--- src/verilog/blc_pkg.sv ---
package blc_pkg;

  // ----------------------------------------------------------------
  // Register offsets
  // ----------------------------------------------------------------
  localparam logic [7:0] ADDR_BRT_CTRL   = 8'h11;
  localparam logic [7:0] ADDR_PWM_CTRL   = 8'h12;
  localparam logic [7:0] ADDR_BOOST_CTRL = 8'h13;
  localparam logic [7:0] ADDR_AF_HI      = 8'h15;
  localparam logic [7:0] ADDR_AF_LO      = 8'h16;
  localparam logic [7:0] ADDR_CODE_LO    = 8'h18;
  localparam logic [7:0] ADDR_CODE_HI    = 8'h19;
  localparam logic [7:0] ADDR_FAULT_POL  = 8'h1e;
  localparam logic [7:0] ADDR_FAULT_IND  = 8'h1f;

  // ----------------------------------------------------------------
  // Field positions
  // ----------------------------------------------------------------
  localparam int BRT_MAP_BIT   = 7;
  localparam int BRT_SRC_LSB   = 5;
  localparam int BRT_RAMP_BIT  = 4;
  localparam int BRT_RATE_LSB  = 1;
  localparam int PWM_RATE_LSB  = 6;
  localparam int PWM_POL_BIT   = 5;
  localparam int PWM_HYST_LSB  = 2;
  localparam int PWM_FILT_LSB  = 0;
  localparam int BST_SHIFT_BIT = 6;
  localparam int BST_FREQ_BIT  = 5;
  localparam int BST_IND_BIT   = 4;
  localparam int BST_OVP_LSB   = 2;
  localparam int BST_OCP_LSB   = 0;
  localparam int POL_SHORT_EN  = 3;
  localparam int POL_THERM_BIT = 2;
  localparam int POL_OCP_BIT   = 1;
  localparam int POL_OVP_BIT   = 0;
  localparam int FLAG_OPEN     = 4;
  localparam int FLAG_SHORT    = 3;
  localparam int FLAG_THERM    = 2;
  localparam int FLAG_OCP      = 1;
  localparam int FLAG_OVP      = 0;

  // ----------------------------------------------------------------
  // Reset values and write masks
  // ----------------------------------------------------------------
  localparam logic [7:0] RST_BRT_CTRL   = 8'h60;
  localparam logic [7:0] RST_PWM_CTRL   = 8'hf3;
  localparam logic [7:0] RST_BOOST_CTRL = 8'h6f;
  localparam logic [7:0] RST_AF         = 8'h00;
  localparam logic [2:0] RST_CODE_LO    = 3'h7;
  localparam logic [7:0] RST_CODE_HI    = 8'hff;
  localparam logic [3:0] RST_FAULT_POL  = 4'h7;
  localparam logic [7:0] BRT_WMASK      = 8'hfe;
  localparam logic [7:0] BOOST_WMASK    = 8'h7f;
  localparam logic [2:0] HYST_INVALID   = 3'h7;
  localparam logic [2:0] HYST_RST       = 3'h4;
  localparam logic [1:0] SRC_REG        = 2'h0;
  localparam logic [1:0] SRC_PWM        = 2'h1;
  localparam logic [1:0] SRC_MUL_RAMP   = 2'h2;
  localparam logic [1:0] SRC_RAMP_MUL   = 2'h3;
  localparam logic [1:0] AF_250K        = 2'h0;
  localparam logic [1:0] AF_500K        = 2'h1;
  localparam logic [1:0] AF_1M          = 2'h2;

  // ----------------------------------------------------------------
  // Timing
  // ----------------------------------------------------------------
  localparam int  CLK_HZ        = 50_000_000;
  localparam int  CLK_MHZ       = 50;
  localparam int  SMP_800K_HZ   = 800_000;
  localparam int  SMP_4M_HZ     = 4_000_000;
  localparam int  SMP_24M_HZ    = 24_000_000;
  localparam int  SMP_800K_CYC  = CLK_HZ / SMP_800K_HZ;
  localparam int  SMP_4M_CYC    = CLK_HZ / SMP_4M_HZ;
  localparam int  SMP_24M_CYC   = CLK_HZ / SMP_24M_HZ;
  localparam int  FILT_100_NS   = 100;
  localparam int  FILT_150_NS   = 150;
  localparam int  FILT_200_NS   = 200;
  localparam int  FILT_100_CYC  = (FILT_100_NS * CLK_MHZ + 999) / 1000;
  localparam int  FILT_150_CYC  = (FILT_150_NS * CLK_MHZ + 999) / 1000;
  localparam int  FILT_200_CYC  = (FILT_200_NS * CLK_MHZ + 999) / 1000;
  localparam real RAMP_BASE_MS  = 0.125;
  localparam int  RAMP_BASE_CYC = int'(RAMP_BASE_MS * CLK_HZ / 1000.0);
  localparam logic [10:0] DUTY_WIN_LAST = 11'h7ff;

  // ----------------------------------------------------------------
  // Shutdown states
  // ----------------------------------------------------------------
  typedef enum logic [1:0] {
    SD_RUN       = 2'b00,
    SD_WAIT_READ = 2'b01,
    SD_READY     = 2'b11
  } blc_sd_t;

endpackage

--- src/verilog/blc_pwm_sense.sv ---
module blc_pwm_sense
  import blc_pkg::*;
(
  // Clock and reset
  input  wire logic        i_sys_clk,
  input  wire logic        i_resetn,
  input  wire logic        i_clk_en,
  // PWM pin and conditioning
  input  wire logic        i_pwm_pin,
  input  wire logic [1:0]  i_rate_sel,
  input  wire logic        i_pol_high,
  input  wire logic [1:0]  i_filt_sel,
  // Measured duty
  output logic      [10:0] o_duty,
  output logic             o_duty_valid
);

  typedef struct packed {
    logic [2:0]  sync;
    logic        lvl;
    logic [3:0]  fcnt;
    logic [5:0]  scnt;
    logic [10:0] win;
    logic [11:0] high;
    logic [10:0] duty;
    logic        valid;
  } blc_sense_t;

  localparam blc_sense_t SENSE_RST = '0;

  blc_sense_t st_r;
  blc_sense_t st_nxt;
  logic       active;
  logic [11:0] sum;

  function automatic logic [5:0] smp_period(input logic [1:0] sel);
    case (sel)
      2'b00:   smp_period = 6'(SMP_800K_CYC);
      2'b01:   smp_period = 6'(SMP_4M_CYC);
      default: smp_period = 6'(SMP_24M_CYC);
    endcase
  endfunction

  function automatic logic [3:0] filt_need(input logic [1:0] sel);
    case (sel)
      2'b00:   filt_need = 4'h0;
      2'b01:   filt_need = 4'(FILT_100_CYC);
      2'b10:   filt_need = 4'(FILT_150_CYC);
      default: filt_need = 4'(FILT_200_CYC);
    endcase
  endfunction

  always_comb begin
    st_nxt       = st_r;
    st_nxt.valid = 1'b0;
    sum          = 12'h000;
    st_nxt.sync  = {st_r.sync[1:0], i_pwm_pin};
    // Glitch filter: new level must hold for the selected time
    if ((st_r.sync[2] == st_r.sync[1]) && (st_r.sync[2] != st_r.lvl)) begin
      if ((st_r.fcnt + 4'h1) >= filt_need(i_filt_sel)) begin
        st_nxt.lvl  = st_r.sync[2];
        st_nxt.fcnt = 4'h0;
      end else begin
        st_nxt.fcnt = st_r.fcnt + 4'h1;
      end
    end else begin
      st_nxt.fcnt = 4'h0;
    end
    active = i_pol_high ? st_r.lvl : ~st_r.lvl;
    // Duty is the share of active samples over a 2048-sample window
    if (st_r.scnt >= (smp_period(i_rate_sel) - 6'h1)) begin
      st_nxt.scnt = 6'h00;
      if (st_r.win == DUTY_WIN_LAST) begin
        sum          = st_r.high + {11'h000, active};
        st_nxt.duty  = sum[11] ? 11'h7ff : sum[10:0];
        st_nxt.valid = 1'b1;
        st_nxt.high  = 12'h000;
        st_nxt.win   = 11'h000;
      end else begin
        st_nxt.win  = st_r.win + 11'h001;
        st_nxt.high = st_r.high + {11'h000, active};
      end
    end else begin
      st_nxt.scnt = st_r.scnt + 6'h01;
    end
  end

  always_ff @(posedge i_sys_clk) begin
    if (!i_resetn) begin
      st_r <= SENSE_RST;
    end else if (i_clk_en) begin
      st_r <= st_nxt;
    end
  end

  assign o_duty       = st_r.duty;
  assign o_duty_valid = st_r.valid;

endmodule

--- src/verilog/blc_reg_bank.sv ---
module blc_reg_bank
  import blc_pkg::*;
#(
  parameter int P_RAMP_BASE_CYC = RAMP_BASE_CYC
)
(
  // Clock and reset
  input  wire logic        i_sys_clk,
  input  wire logic        i_resetn,
  input  wire logic        i_clk_en,
  // Register port
  input  wire logic        i_reg_wr,
  input  wire logic        i_reg_rd,
  input  wire logic [7:0]  i_reg_addr,
  input  wire logic [7:0]  i_reg_wdata,
  output logic      [7:0]  o_reg_rdata,
  output logic             o_reg_rvalid,
  // PWM pin and device enable
  input  wire logic        i_pwm_pin,
  input  wire logic        i_dev_enable,
  // Fault monitors
  input  wire logic        i_string_open,
  input  wire logic        i_string_short,
  input  wire logic        i_thermal_trip,
  input  wire logic        i_switch_current_limit,
  input  wire logic        i_output_overvoltage_guard,
  // Analog controls
  output logic      [10:0] o_led_code,
  output logic             o_boost_freq_1m,
  output logic             o_boost_no_shift,
  output logic             o_inductor_10u,
  output logic      [1:0]  o_output_overvoltage_guard_sel,
  output logic      [1:0]  o_switch_current_limit_sel,
  output logic      [1:0]  o_autofreq_sel,
  output logic             o_short_detect_on,
  output logic             o_device_on
);

  // ----------------------------------------------------------------
  // State
  // ----------------------------------------------------------------
  typedef struct packed {
    logic [7:0]  brt_ctrl;
    logic [7:0]  pwm_ctrl;
    logic [7:0]  boost_ctrl;
    logic [7:0]  af_hi;
    logic [7:0]  af_lo;
    logic [2:0]  code_lo;
    logic [7:0]  code_hi;
    logic [3:0]  fault_pol;
    logic [4:0]  flags;
    blc_sd_t     sd;
    logic [10:0] pwm_code;
    logic [10:0] ramp;
    logic [19:0] ramp_cnt;
    logic [10:0] led_code;
    logic [1:0]  af_sel;
    logic        dev_on;
    logic [7:0]  rdata;
    logic        rvalid;
  } blc_bank_t;

  localparam blc_bank_t BANK_RST = '{
    brt_ctrl:   RST_BRT_CTRL,
    pwm_ctrl:   RST_PWM_CTRL,
    boost_ctrl: RST_BOOST_CTRL,
    af_hi:      RST_AF,
    af_lo:      RST_AF,
    code_lo:    RST_CODE_LO,
    code_hi:    RST_CODE_HI,
    fault_pol:  RST_FAULT_POL,
    flags:      5'h00,
    sd:         SD_RUN,
    pwm_code:   11'h000,
    ramp:       11'h000,
    ramp_cnt:   20'h00000,
    led_code:   11'h000,
    af_sel:     AF_250K,
    dev_on:     1'b0,
    rdata:      8'h00,
    rvalid:     1'b0
  };

  blc_bank_t   st_r;
  blc_bank_t   st_nxt;
  logic [10:0] duty;
  logic        duty_valid;
  logic [10:0] reg_code;
  logic [10:0] target_code;
  logic [10:0] final_code;
  logic [10:0] dlt;
  logic [2:0]  hyst;
  logic [19:0] step_len;
  logic        step_due;
  logic [4:0]  evt;
  logic        trip;
  logic        fault_rd;
  logic [1:0]  src;

  // ----------------------------------------------------------------
  // PWM input conditioning
  // ----------------------------------------------------------------
  blc_pwm_sense u_sense (
    .i_sys_clk    (i_sys_clk),
    .i_resetn     (i_resetn),
    .i_clk_en     (i_clk_en),
    .i_pwm_pin    (i_pwm_pin),
    .i_rate_sel   (st_r.pwm_ctrl[PWM_RATE_LSB +: 2]),
    .i_pol_high   (st_r.pwm_ctrl[PWM_POL_BIT]),
    .i_filt_sel   (st_r.pwm_ctrl[PWM_FILT_LSB +: 2]),
    .o_duty       (duty),
    .o_duty_valid (duty_valid)
  );

  // ----------------------------------------------------------------
  // Arithmetic helpers
  // ----------------------------------------------------------------
  function automatic logic [10:0] scale(input logic [10:0] a, input logic [10:0] b);
    logic [22:0] p;
    p     = 23'(a) * (23'(b) + 23'd1);
    scale = p[21:11];
  endfunction

  function automatic logic [10:0] exp_map(input logic [10:0] c);
    logic [22:0] s;
    s       = 23'({1'b1, c[6:0]}) << c[10:7];
    exp_map = s[22:12];
  endfunction

  // ----------------------------------------------------------------
  // Next state
  // ----------------------------------------------------------------
  always_comb begin
    st_nxt        = st_r;
    st_nxt.rvalid = 1'b0;
    src           = st_r.brt_ctrl[BRT_SRC_LSB +: 2];
    reg_code      = {st_r.code_hi, st_r.code_lo};
    fault_rd      = i_reg_rd && (i_reg_addr == ADDR_FAULT_IND);

    // Register writes
    if (i_reg_wr) begin
      case (i_reg_addr)
        ADDR_BRT_CTRL:   st_nxt.brt_ctrl   = i_reg_wdata & BRT_WMASK;
        ADDR_PWM_CTRL:   st_nxt.pwm_ctrl   = i_reg_wdata;
        ADDR_BOOST_CTRL: st_nxt.boost_ctrl = i_reg_wdata & BOOST_WMASK;
        ADDR_AF_HI:      st_nxt.af_hi      = i_reg_wdata;
        ADDR_AF_LO:      st_nxt.af_lo      = i_reg_wdata;
        ADDR_CODE_LO:    st_nxt.code_lo    = i_reg_wdata[2:0];
        ADDR_CODE_HI:    st_nxt.code_hi    = i_reg_wdata;
        ADDR_FAULT_POL:  st_nxt.fault_pol  = i_reg_wdata[3:0];
        default:         st_nxt.rdata      = st_r.rdata;
      endcase
    end

    // Register reads, one cycle latency, reserved and unmapped read zero
    if (i_reg_rd) begin
      st_nxt.rvalid = 1'b1;
      case (i_reg_addr)
        ADDR_BRT_CTRL:   st_nxt.rdata = st_r.brt_ctrl;
        ADDR_PWM_CTRL:   st_nxt.rdata = st_r.pwm_ctrl;
        ADDR_BOOST_CTRL: st_nxt.rdata = st_r.boost_ctrl;
        ADDR_AF_HI:      st_nxt.rdata = st_r.af_hi;
        ADDR_AF_LO:      st_nxt.rdata = st_r.af_lo;
        ADDR_CODE_LO:    st_nxt.rdata = {5'h00, st_r.code_lo};
        ADDR_CODE_HI:    st_nxt.rdata = st_r.code_hi;
        ADDR_FAULT_POL:  st_nxt.rdata = {4'h0, st_r.fault_pol};
        ADDR_FAULT_IND:  st_nxt.rdata = {3'h0, st_r.flags};
        default:         st_nxt.rdata = 8'h00;
      endcase
    end

    // Fault flags: a read clears, a fault present in the same cycle wins
    evt             = 5'h00;
    evt[FLAG_OPEN]  = i_string_open;
    evt[FLAG_SHORT] = i_string_short && st_r.fault_pol[POL_SHORT_EN];
    evt[FLAG_THERM] = i_thermal_trip;
    evt[FLAG_OCP]   = i_switch_current_limit;
    evt[FLAG_OVP]   = i_output_overvoltage_guard;
    st_nxt.flags    = (st_r.flags & ~{5{fault_rd}}) | evt;

    // Shutdown policy
    trip = (evt[FLAG_THERM] && !st_r.fault_pol[POL_THERM_BIT])
        || (evt[FLAG_OCP] && !st_r.fault_pol[POL_OCP_BIT])
        || ((evt[FLAG_OVP] || evt[FLAG_OPEN]) && !st_r.fault_pol[POL_OVP_BIT]);
    case (st_r.sd)
      SD_RUN: begin
        if (trip) begin
          st_nxt.sd = SD_WAIT_READ;
        end
      end
      SD_WAIT_READ: begin
        if (fault_rd && !trip) begin
          st_nxt.sd = SD_READY;
        end
      end
      SD_READY: begin
        if (trip) begin
          st_nxt.sd = SD_WAIT_READ;
        end else if (!i_dev_enable) begin
          st_nxt.sd = SD_RUN;
        end
      end
      default: st_nxt.sd = SD_RUN;
    endcase
    st_nxt.dev_on = i_dev_enable && (st_nxt.sd == SD_RUN);

    // PWM code with hysteresis
    hyst = st_r.pwm_ctrl[PWM_HYST_LSB +: 3];
    if (hyst == HYST_INVALID) begin
      hyst = HYST_RST;
    end
    dlt = (duty >= st_r.pwm_code) ? (duty - st_r.pwm_code) : (st_r.pwm_code - duty);
    if (duty_valid && (dlt != 11'h000) && (dlt >= {8'h00, hyst})) begin
      st_nxt.pwm_code = duty;
    end

    // Source selection feeding the ramp
    case (src)
      SRC_REG:      target_code = reg_code;
      SRC_PWM:      target_code = st_r.pwm_code;
      SRC_MUL_RAMP: target_code = scale(reg_code, st_r.pwm_code);
      default:      target_code = reg_code;
    endcase

    // Ramp: one code step per step period
    step_len = 20'(P_RAMP_BASE_CYC) << st_r.brt_ctrl[BRT_RATE_LSB +: 3];
    step_due = 1'b0;
    if (!st_r.brt_ctrl[BRT_RAMP_BIT]) begin
      st_nxt.ramp     = target_code;
      st_nxt.ramp_cnt = 20'h00000;
    end else if (st_r.ramp_cnt >= (step_len - 20'h00001)) begin
      st_nxt.ramp_cnt = 20'h00000;
      step_due        = st_r.ramp != target_code;
      if (st_r.ramp < target_code) begin
        st_nxt.ramp = st_r.ramp + 11'h001;
      end else if (st_r.ramp > target_code) begin
        st_nxt.ramp = st_r.ramp - 11'h001;
      end
    end else begin
      st_nxt.ramp_cnt = st_r.ramp_cnt + 20'h00001;
    end

    final_code      = (src == SRC_RAMP_MUL) ? scale(st_r.ramp, st_r.pwm_code) : st_r.ramp;
    st_nxt.led_code = st_r.brt_ctrl[BRT_MAP_BIT] ? exp_map(final_code) : final_code;

    // Auto frequency from the upper eight code bits
    if (final_code[10:3] > st_r.af_hi) begin
      st_nxt.af_sel = AF_1M;
    end else if (final_code[10:3] > st_r.af_lo) begin
      st_nxt.af_sel = AF_500K;
    end else begin
      st_nxt.af_sel = AF_250K;
    end
  end

  always_ff @(posedge i_sys_clk) begin
    if (!i_resetn) begin
      st_r <= BANK_RST;
    end else if (i_clk_en) begin
      st_r <= st_nxt;
    end
  end

  // ----------------------------------------------------------------
  // Outputs
  // ----------------------------------------------------------------
  assign o_reg_rdata                    = st_r.rdata;
  assign o_reg_rvalid                   = st_r.rvalid;
  assign o_led_code                     = st_r.led_code;
  assign o_boost_freq_1m                = st_r.boost_ctrl[BST_FREQ_BIT];
  assign o_boost_no_shift               = st_r.boost_ctrl[BST_SHIFT_BIT];
  assign o_inductor_10u                 = st_r.boost_ctrl[BST_IND_BIT];
  assign o_output_overvoltage_guard_sel = st_r.boost_ctrl[BST_OVP_LSB +: 2];
  assign o_switch_current_limit_sel     = st_r.boost_ctrl[BST_OCP_LSB +: 2];
  assign o_autofreq_sel                 = st_r.af_sel;
  assign o_short_detect_on              = st_r.fault_pol[POL_SHORT_EN];
  assign o_device_on                    = st_r.dev_on;
endmodule

--- config.mk ---
export PLATFORM = sky130hd
export DESIGN_NAME = blc_reg_bank
export DESIGN_NICKNAME = d
export VERILOG_FILES = /design/src/verilog/blc_pkg.sv /design/src/verilog/blc_pwm_sense.sv /design/src/verilog/blc_reg_bank.sv
export SDC_FILE = /design/constraint.sdc
export NUM_CORES = 1
export LEC_CHECK = 0
export BUFFER_PORTS_ARGS = -buffer_cell sky130_fd_sc_hd__buf_2
export CORE_ASPECT_RATIO = 1.2
export CORE_MARGIN = 4
export CORE_UTILIZATION = 64
export DETAILED_ROUTE_END_ITERATION = 8
export GPL_ROUTABILITY_DRIVEN = 0
export GPL_TIMING_DRIVEN = 0
export MAX_ROUTING_LAYER = met4
export PLACE_DENSITY_LB_ADDON = 0.3
export SETUP_SLACK_MARGIN = 0.5
export SYNTH_ARGS = -nofsm -noshare
export SYNTH_HDL_FRONTEND = slang
export SYNTH_SLANG_ARGS = --single-unit
--- constraint.sdc ---
create_clock -name i_sys_clk -period 23.7 [get_ports i_sys_clk]
set_clock_uncertainty 0.15 [all_clocks]
set_input_delay 3.555 -clock i_sys_clk [delete_from_list [all_inputs] [get_ports i_sys_clk]]
set_output_delay 3.555 -clock i_sys_clk [all_outputs]
set_load 0.005 [all_outputs]
Word level (Yosys, flattened, before mapping)
Index checks and enable logic that the tools add are counted.
- register bits: 174
- input bits: 28
- output and inout port bits: 31
- word-level logic and storage cells: 144
- add/subtract/negate cells: 12
- $mul: 2
- order comparisons: 9
- equality and inequality tests: 23
- shift-type cells: 2
- mux-type cells: 30
- bitwise logic cells: 4
- reductions and logical operators: 36
- operator list (kind ; number):
    $mux 11 ; 7
    $eq 8x5->1 const B ; 9
    $pmux 8 s9 ; 1
    $reduce_and 3->1 ; 11
    $mux 31 ; 1
    $mul 11x23->22 ; 1
    $mux 23 ; 1
    $shl 8x4->23 ; 1
    $add 11x1->11 const B ; 2
    $mul 11x12->22 ; 1
    $pmux 11 s2 ; 1
    $sub 11x11->11 ; 2
    $add 20x1->20 const B ; 1
    $ge 20x20->1 ; 1
    $mux 20 ; 1
    $shl 13x3->20 const A ; 1
    $sub 20x1->20 const B ; 1
    $gt 8x8->1 ; 2
    $add 11x1->12 const B ; 1
    $add 12x1->12 ; 1
    $mux 4 ; 3
    $pmux 4 s3 ; 1
    $pmux 6 s2 ; 1
    $eq 11x11->1 const B ; 1
    32 further kinds ; 65

Logic depth before layout (Yosys ltp)
- word-level depth: 10
- gate-level depth with buffers: 43
- mapped depth without buffers: 41

Hierarchy
From an unflattened synthesis, not the netlist that was laid out.
- cells, all modules: 2576
- area, all modules: 21156.5 sq um
- by module, submodules not included (module ; instances ; cells an instance ; area an instance (sq um) ; sequential area each (sq um)):
    blc_reg_bank ; 1 ; 2277 ; 18381.4 ; 2502.4
    blc_pwm_sense ; 1 ; 299 ; 2775.2 ; 980.9

Worst setup path after synthesis
OpenSTA, ideal clock, no wires.
- path type: reg-to-reg
- from: register st_r[54] (netlist name)
- to: register st_r[53] (netlist name)
- library setup time: 0.083 ns
- data arrival time: 9.528 ns
- required time: 23.467 ns
- slack: 13.939 ns
- stages on the path, launching flop included: 39
- path buffers: 1
- period minus slack after synthesis: 9.761 ns
- cell sequence: dfxtp_1 clkinv_1 nor3_1 nand3_1 xnor2_1 clkbuf_1 nand2_1 fa_1 fa_1 fa_1 inv_1 fa_1 inv_1 fa_1 inv_1 ha_1 a21o_1 a21oi_1 [... 3 more ...] a21oi_1 xnor2_1 a221oi_1 ha_1 a21o_1 a21o_1 a211oi_1 inv_1 ha_1 a21oi_1 o21bai_1 a21o_1 a21o_1 a31oi_1 o21ai_0 xnor2_1 mux2_2 o221ai_1
- cells in the longest elaborated chain, start to end: 7
- elaborated cells on any way between the ends: 10
- classes of those cells: add/sub (1); mul (1); order compare (2); eq/ne (1); mux (4); reduce/logical (1)
- ends and longest elaborated chain (item ; line ; source):
    start, declared ; blc_reg_bank.sv:84 ; blc_bank_t st_r;
    start signal, assigned ; blc_reg_bank.sv:260 ; st_r <= st_nxt;
    $add 11x1->12 ; blc_reg_bank.sv:120 ; p = 23'(a) * (23'(b) + 23'd1);
    $mul 11x23->22 ; blc_reg_bank.sv:120 ;
    $pmux 11 s2 * ; blc_reg_bank.sv:218 ; case (src)
    $lt 11x11->1 ; blc_reg_bank.sv:234 ; if (st_r.ramp < target_code) begin
    $mux 11 ; blc_reg_bank.sv:234 ;
    $mux 11 ; blc_reg_bank.sv:231 ; end else if (st_r.ramp_cnt >= (step_len - 20'h00001)) begin
    $mux 31 ; blc_reg_bank.sv:228 ; if (!st_r.brt_ctrl[BRT_RAMP_BIT]) begin
Every way passes the cells marked *; elsewhere a longest branch is shown, timed or not. The select of a mux whose other input is x is not followed.
A chain may end at the register's enable or synchronous reset.

Worst setup path in the final report
- from: register st_r[54] (netlist name)
- to: register st_r[52] (netlist name)
Same word-level chain as after synthesis.

==> impl_metrics.yaml <==
power:
  p_sw_uw: 171
  p_sw_frac: 0.261
  p_leak_uw: 0.0100
  irDropWorstVdd_mv: 0.0697
  clkPwrFrac: 0.454
  p_seq_frac: 0.462
  cellPowerDensity_nw_per_um2: 30.8
  p_int_uw: 484
  p_comb_frac: 0.084
synth:
  ys_ff_latch: 174
  post-synth-top-area-cell: "fa_1"
  synth.avg_cell_area_sq_um: 8.22
  synth_cell_type_count: 82
  synthTopCellsByArea: "fa_1 (18%), dfxtp_1 (18%), ha_1 (14%)"
  yosys-top-cells-count: "nand2_1 (303), inv_1 (282), ha_1 (217)"
  synth-seq-area-share: 0.175
  synth_flop_cell: "dfxtp_1"
  yosysMostFrequentCell: "nand2_1"
  ys_warn_count: 0
  synthCells: 2419
  synthesis.area_sq_um: 19900
  synth_edf_count: 0
  synthArstFlopShare: 0
  syn_nets: 2841
  synth_top_area_frac: 0.178
timing:
  final-setup-viol-count: 0
  fin_crit_sh: 0.527
  drv_slew: 0
  fin_tns_setup_ns: 0
  final-hold-violation-count: 0
  worst-slew-pin-transition_ns: 1.15
  rsz0062_at_grt: "false"
  relSlewSlack: 0.228
  timing.fmax_ghz: 0.0801
  period_minus_slack_ns: 12.48
global_route:
  grt_usage: 0.345
  overflow: 0
  grt_max_degree: 17
  grt_antenna_before_repair: 3
  grt_pass1_wl_um: 92700
  first_global_vias: 18394
floorplanning:
  die_y_um: 201
  boundaryPins: 59
  rows: 70
  dieArea_sq_um: 34000
  core-area_sq_um: 30600
  initial_utilization: 0.650
  die_w_um: 169
layout:
  fillCellCount: 2445
  area_growth_syn_to_layout_pct: 6.97
  finalInstanceArea_sq_um: 21300
  utilization: 0.696
  num-nets-final: 2912
  layout-drive-gt1-share: 0.0627
  fin_cells: 2901
setup_path:
  r2r-start: "st_r[54]"
  worst_path_most_repeated_cell: "a21oi_1"
  startpoint_type: "flop"
  slowest_stage: "nor3_1"
  crit_type: "reg2reg"
  r2r_setup_slack_ns: 11.22
  crit_required_ns: 23.92
  reg2regPathDepth: 40
  r2r-end: "st_r[52]"
  cp-end-kind: "flop"
  cp_max_fo: 10
  critPathArrivalTime_ns: 12.71
  max_stage_delay_ns: 0.67
detailed_routing:
  viasPerCell: 6.32
  firstDrtPassIters: 9
  wl_um: 57400
  num_vias: 18337
  wire_per_inst_um: 19.8
  drt_drc_violations_left: 1
  first_iter_violations: 1894
  antenna_left: 0
clock_network:
  cts_root_buffer: "clkbuf_16"
  post_cts_buffers: 0
  clk_latency_ns: 0.44
  cts.sinks: 174
  ctsResizeCount: 0
  htreeDepth: 4
  cts_max_path_buffers: 2
  cts_tree: "done"
  cts_hold_buf: 0
  cts.reportedPaths.clkPinSlew_ns: 0.08
  numCtsBuffers: 17
place:
  place.port_buffers: 52
  dpl-instance-area_sq_um: 20600
  place_hpwl_um: 44700
  place_inst: 2867
hold_path:
  min_to: "o_device_on"
  hold_path_depth: 2
  hold_path.class: "reg2reg"
  hold_start: "o_device_on"
flow_run:
  cap_violations: 0
outcome:
  status: "complete, but fails checks"
  violations: "design-rule violations"
==> worst max-delay path by stage <==
stage / startpoint / endpoint / slack [ns] / depth (start not counted)
global route: st_r[54] / st_r[53] / 10.89 / 39
detailed placement: st_r[54] / st_r[52] / 11.63 / 40
global placement: st_r[54] / st_r[53] / 11.83 / 39
CTS: st_r[54] / st_r[53] / 11.55 / 39
floorplan: st_r[54] / st_r[53] / 13.94 / 38
finish: st_r[54] / st_r[52] / 11.22 / 40
==> metrics by stage <==
stage	hold WS, ns	setup slack, ns	total power, uW
5_1_grt	0.347	10.89	670
4_1_cts	0.321	11.55	652
3_5_place_dp	0.310	11.63	362
2_1_floorplan	0.286	13.94	339
6_report	0.320	11.22	655
3_3_place_gp	0.296	11.83	360
==> state kept, by name, summed over array words and instances, names as in the netlist, 2 cells and up <==
register,flops
st_r,81
u_sense.st_r,35
o_led_code,11
reg_code,11
u_sense.o_duty,11
o_reg_rdata,8
o_autofreq_sel,2
o_output_overvoltage_guard_sel,2
o_switch_current_limit_sel,2
src,2
u_sense.st_nxt,2
==> cells in the final DEF, fill, tap and decap left out, types with 15 or more instances in the layout <==
cell       count
nand2_1      303
inv_1        282
ha_1         217
fa_1         177
dfxtp_1      174
and2_1       129
a21oi_1      127
nor2_1       123
clkbuf_1     105
nand3_1      103
o21ai_0       86
buf_2         60
xnor2_1       47
a21o_1        37
and3_1        33
xor2_1        31
nor2b_1       30
mux2i_1       30
buf_4         25
a211oi_1      23
nand2b_1      23
a221oi_1      18
nor3_1        17
a22oi_1       17
clkbuf_16     17
a31oi_1       16
o21a_1        15
nand4_1       15
==> area by class of cell <==
cell class | count | area, sq um | share of cell area
Multi-Input combinational cell | 1815 | 14700 | 0.690
Sequential cell | 174 | 3480 | 0.164
Inverter | 286 | 1070 | 0.0505
Buffer | 144 | 659 | 0.0310
Tap cell | 396 | 495 | 0.0233
Clock buffer | 18 | 439 | 0.0207
Timing Repair Buffer | 52 | 260 | 0.0122
Clock inverter | 14 | 180 | 0.00847
Antenna cell | 2 | 5.00 | 0.000235
==> logic make-up after synthesis <==
kind of cell    after synthesis  synth area share
simple gates                832             0.205
compound gates              472             0.164
buf+inv                     430            0.0872
fa+ha+maj                   394             0.315
flops                       174             0.175
xor+xnor                     78            0.0344
mux                          39            0.0202
==> worst max-delay path: cells and delay by family, from the launching register on <==
family                     cells  cell delay (ns)
adders and majority gates      8             3.28
xor gates and xnor gates       4             1.05
DFF                            1             0.62
AOI/OAI and AO/OA             16             4.03
muxes                          1             0.26
buffers and inverters          6             1.66
and+or+nand+nor                5             1.34
==> power by group through the flow <==
stage / Combinational (uW) / Clock, uW / Sequential [uW]
after global routing: 59.2 / 308 / 303
after detailed placement: 52.7 / 0 / 309
after global placement: 51.2 / 0 / 309
after CTS: 53.4 / 296 / 302
after floorplan: 33.6 / 0 / 306
final: 54.8 / 297 / 303
==> routing by layer <==
| metal | part of all wire | global-route usage | vias up |
|---|---|---|---|
| met5 | 0 | - | - |
| met4 | 0.062 | 0.178 | 0 |
| met3 | 0.094 | 0.0583 | 282 |
| met2 | 0.47 | 0.566 | 1050 |
| met1 | 0.37 | 0.405 | 8694 |
| li1 | - | - | 8311 |
(Power assumes the default switching activity.)
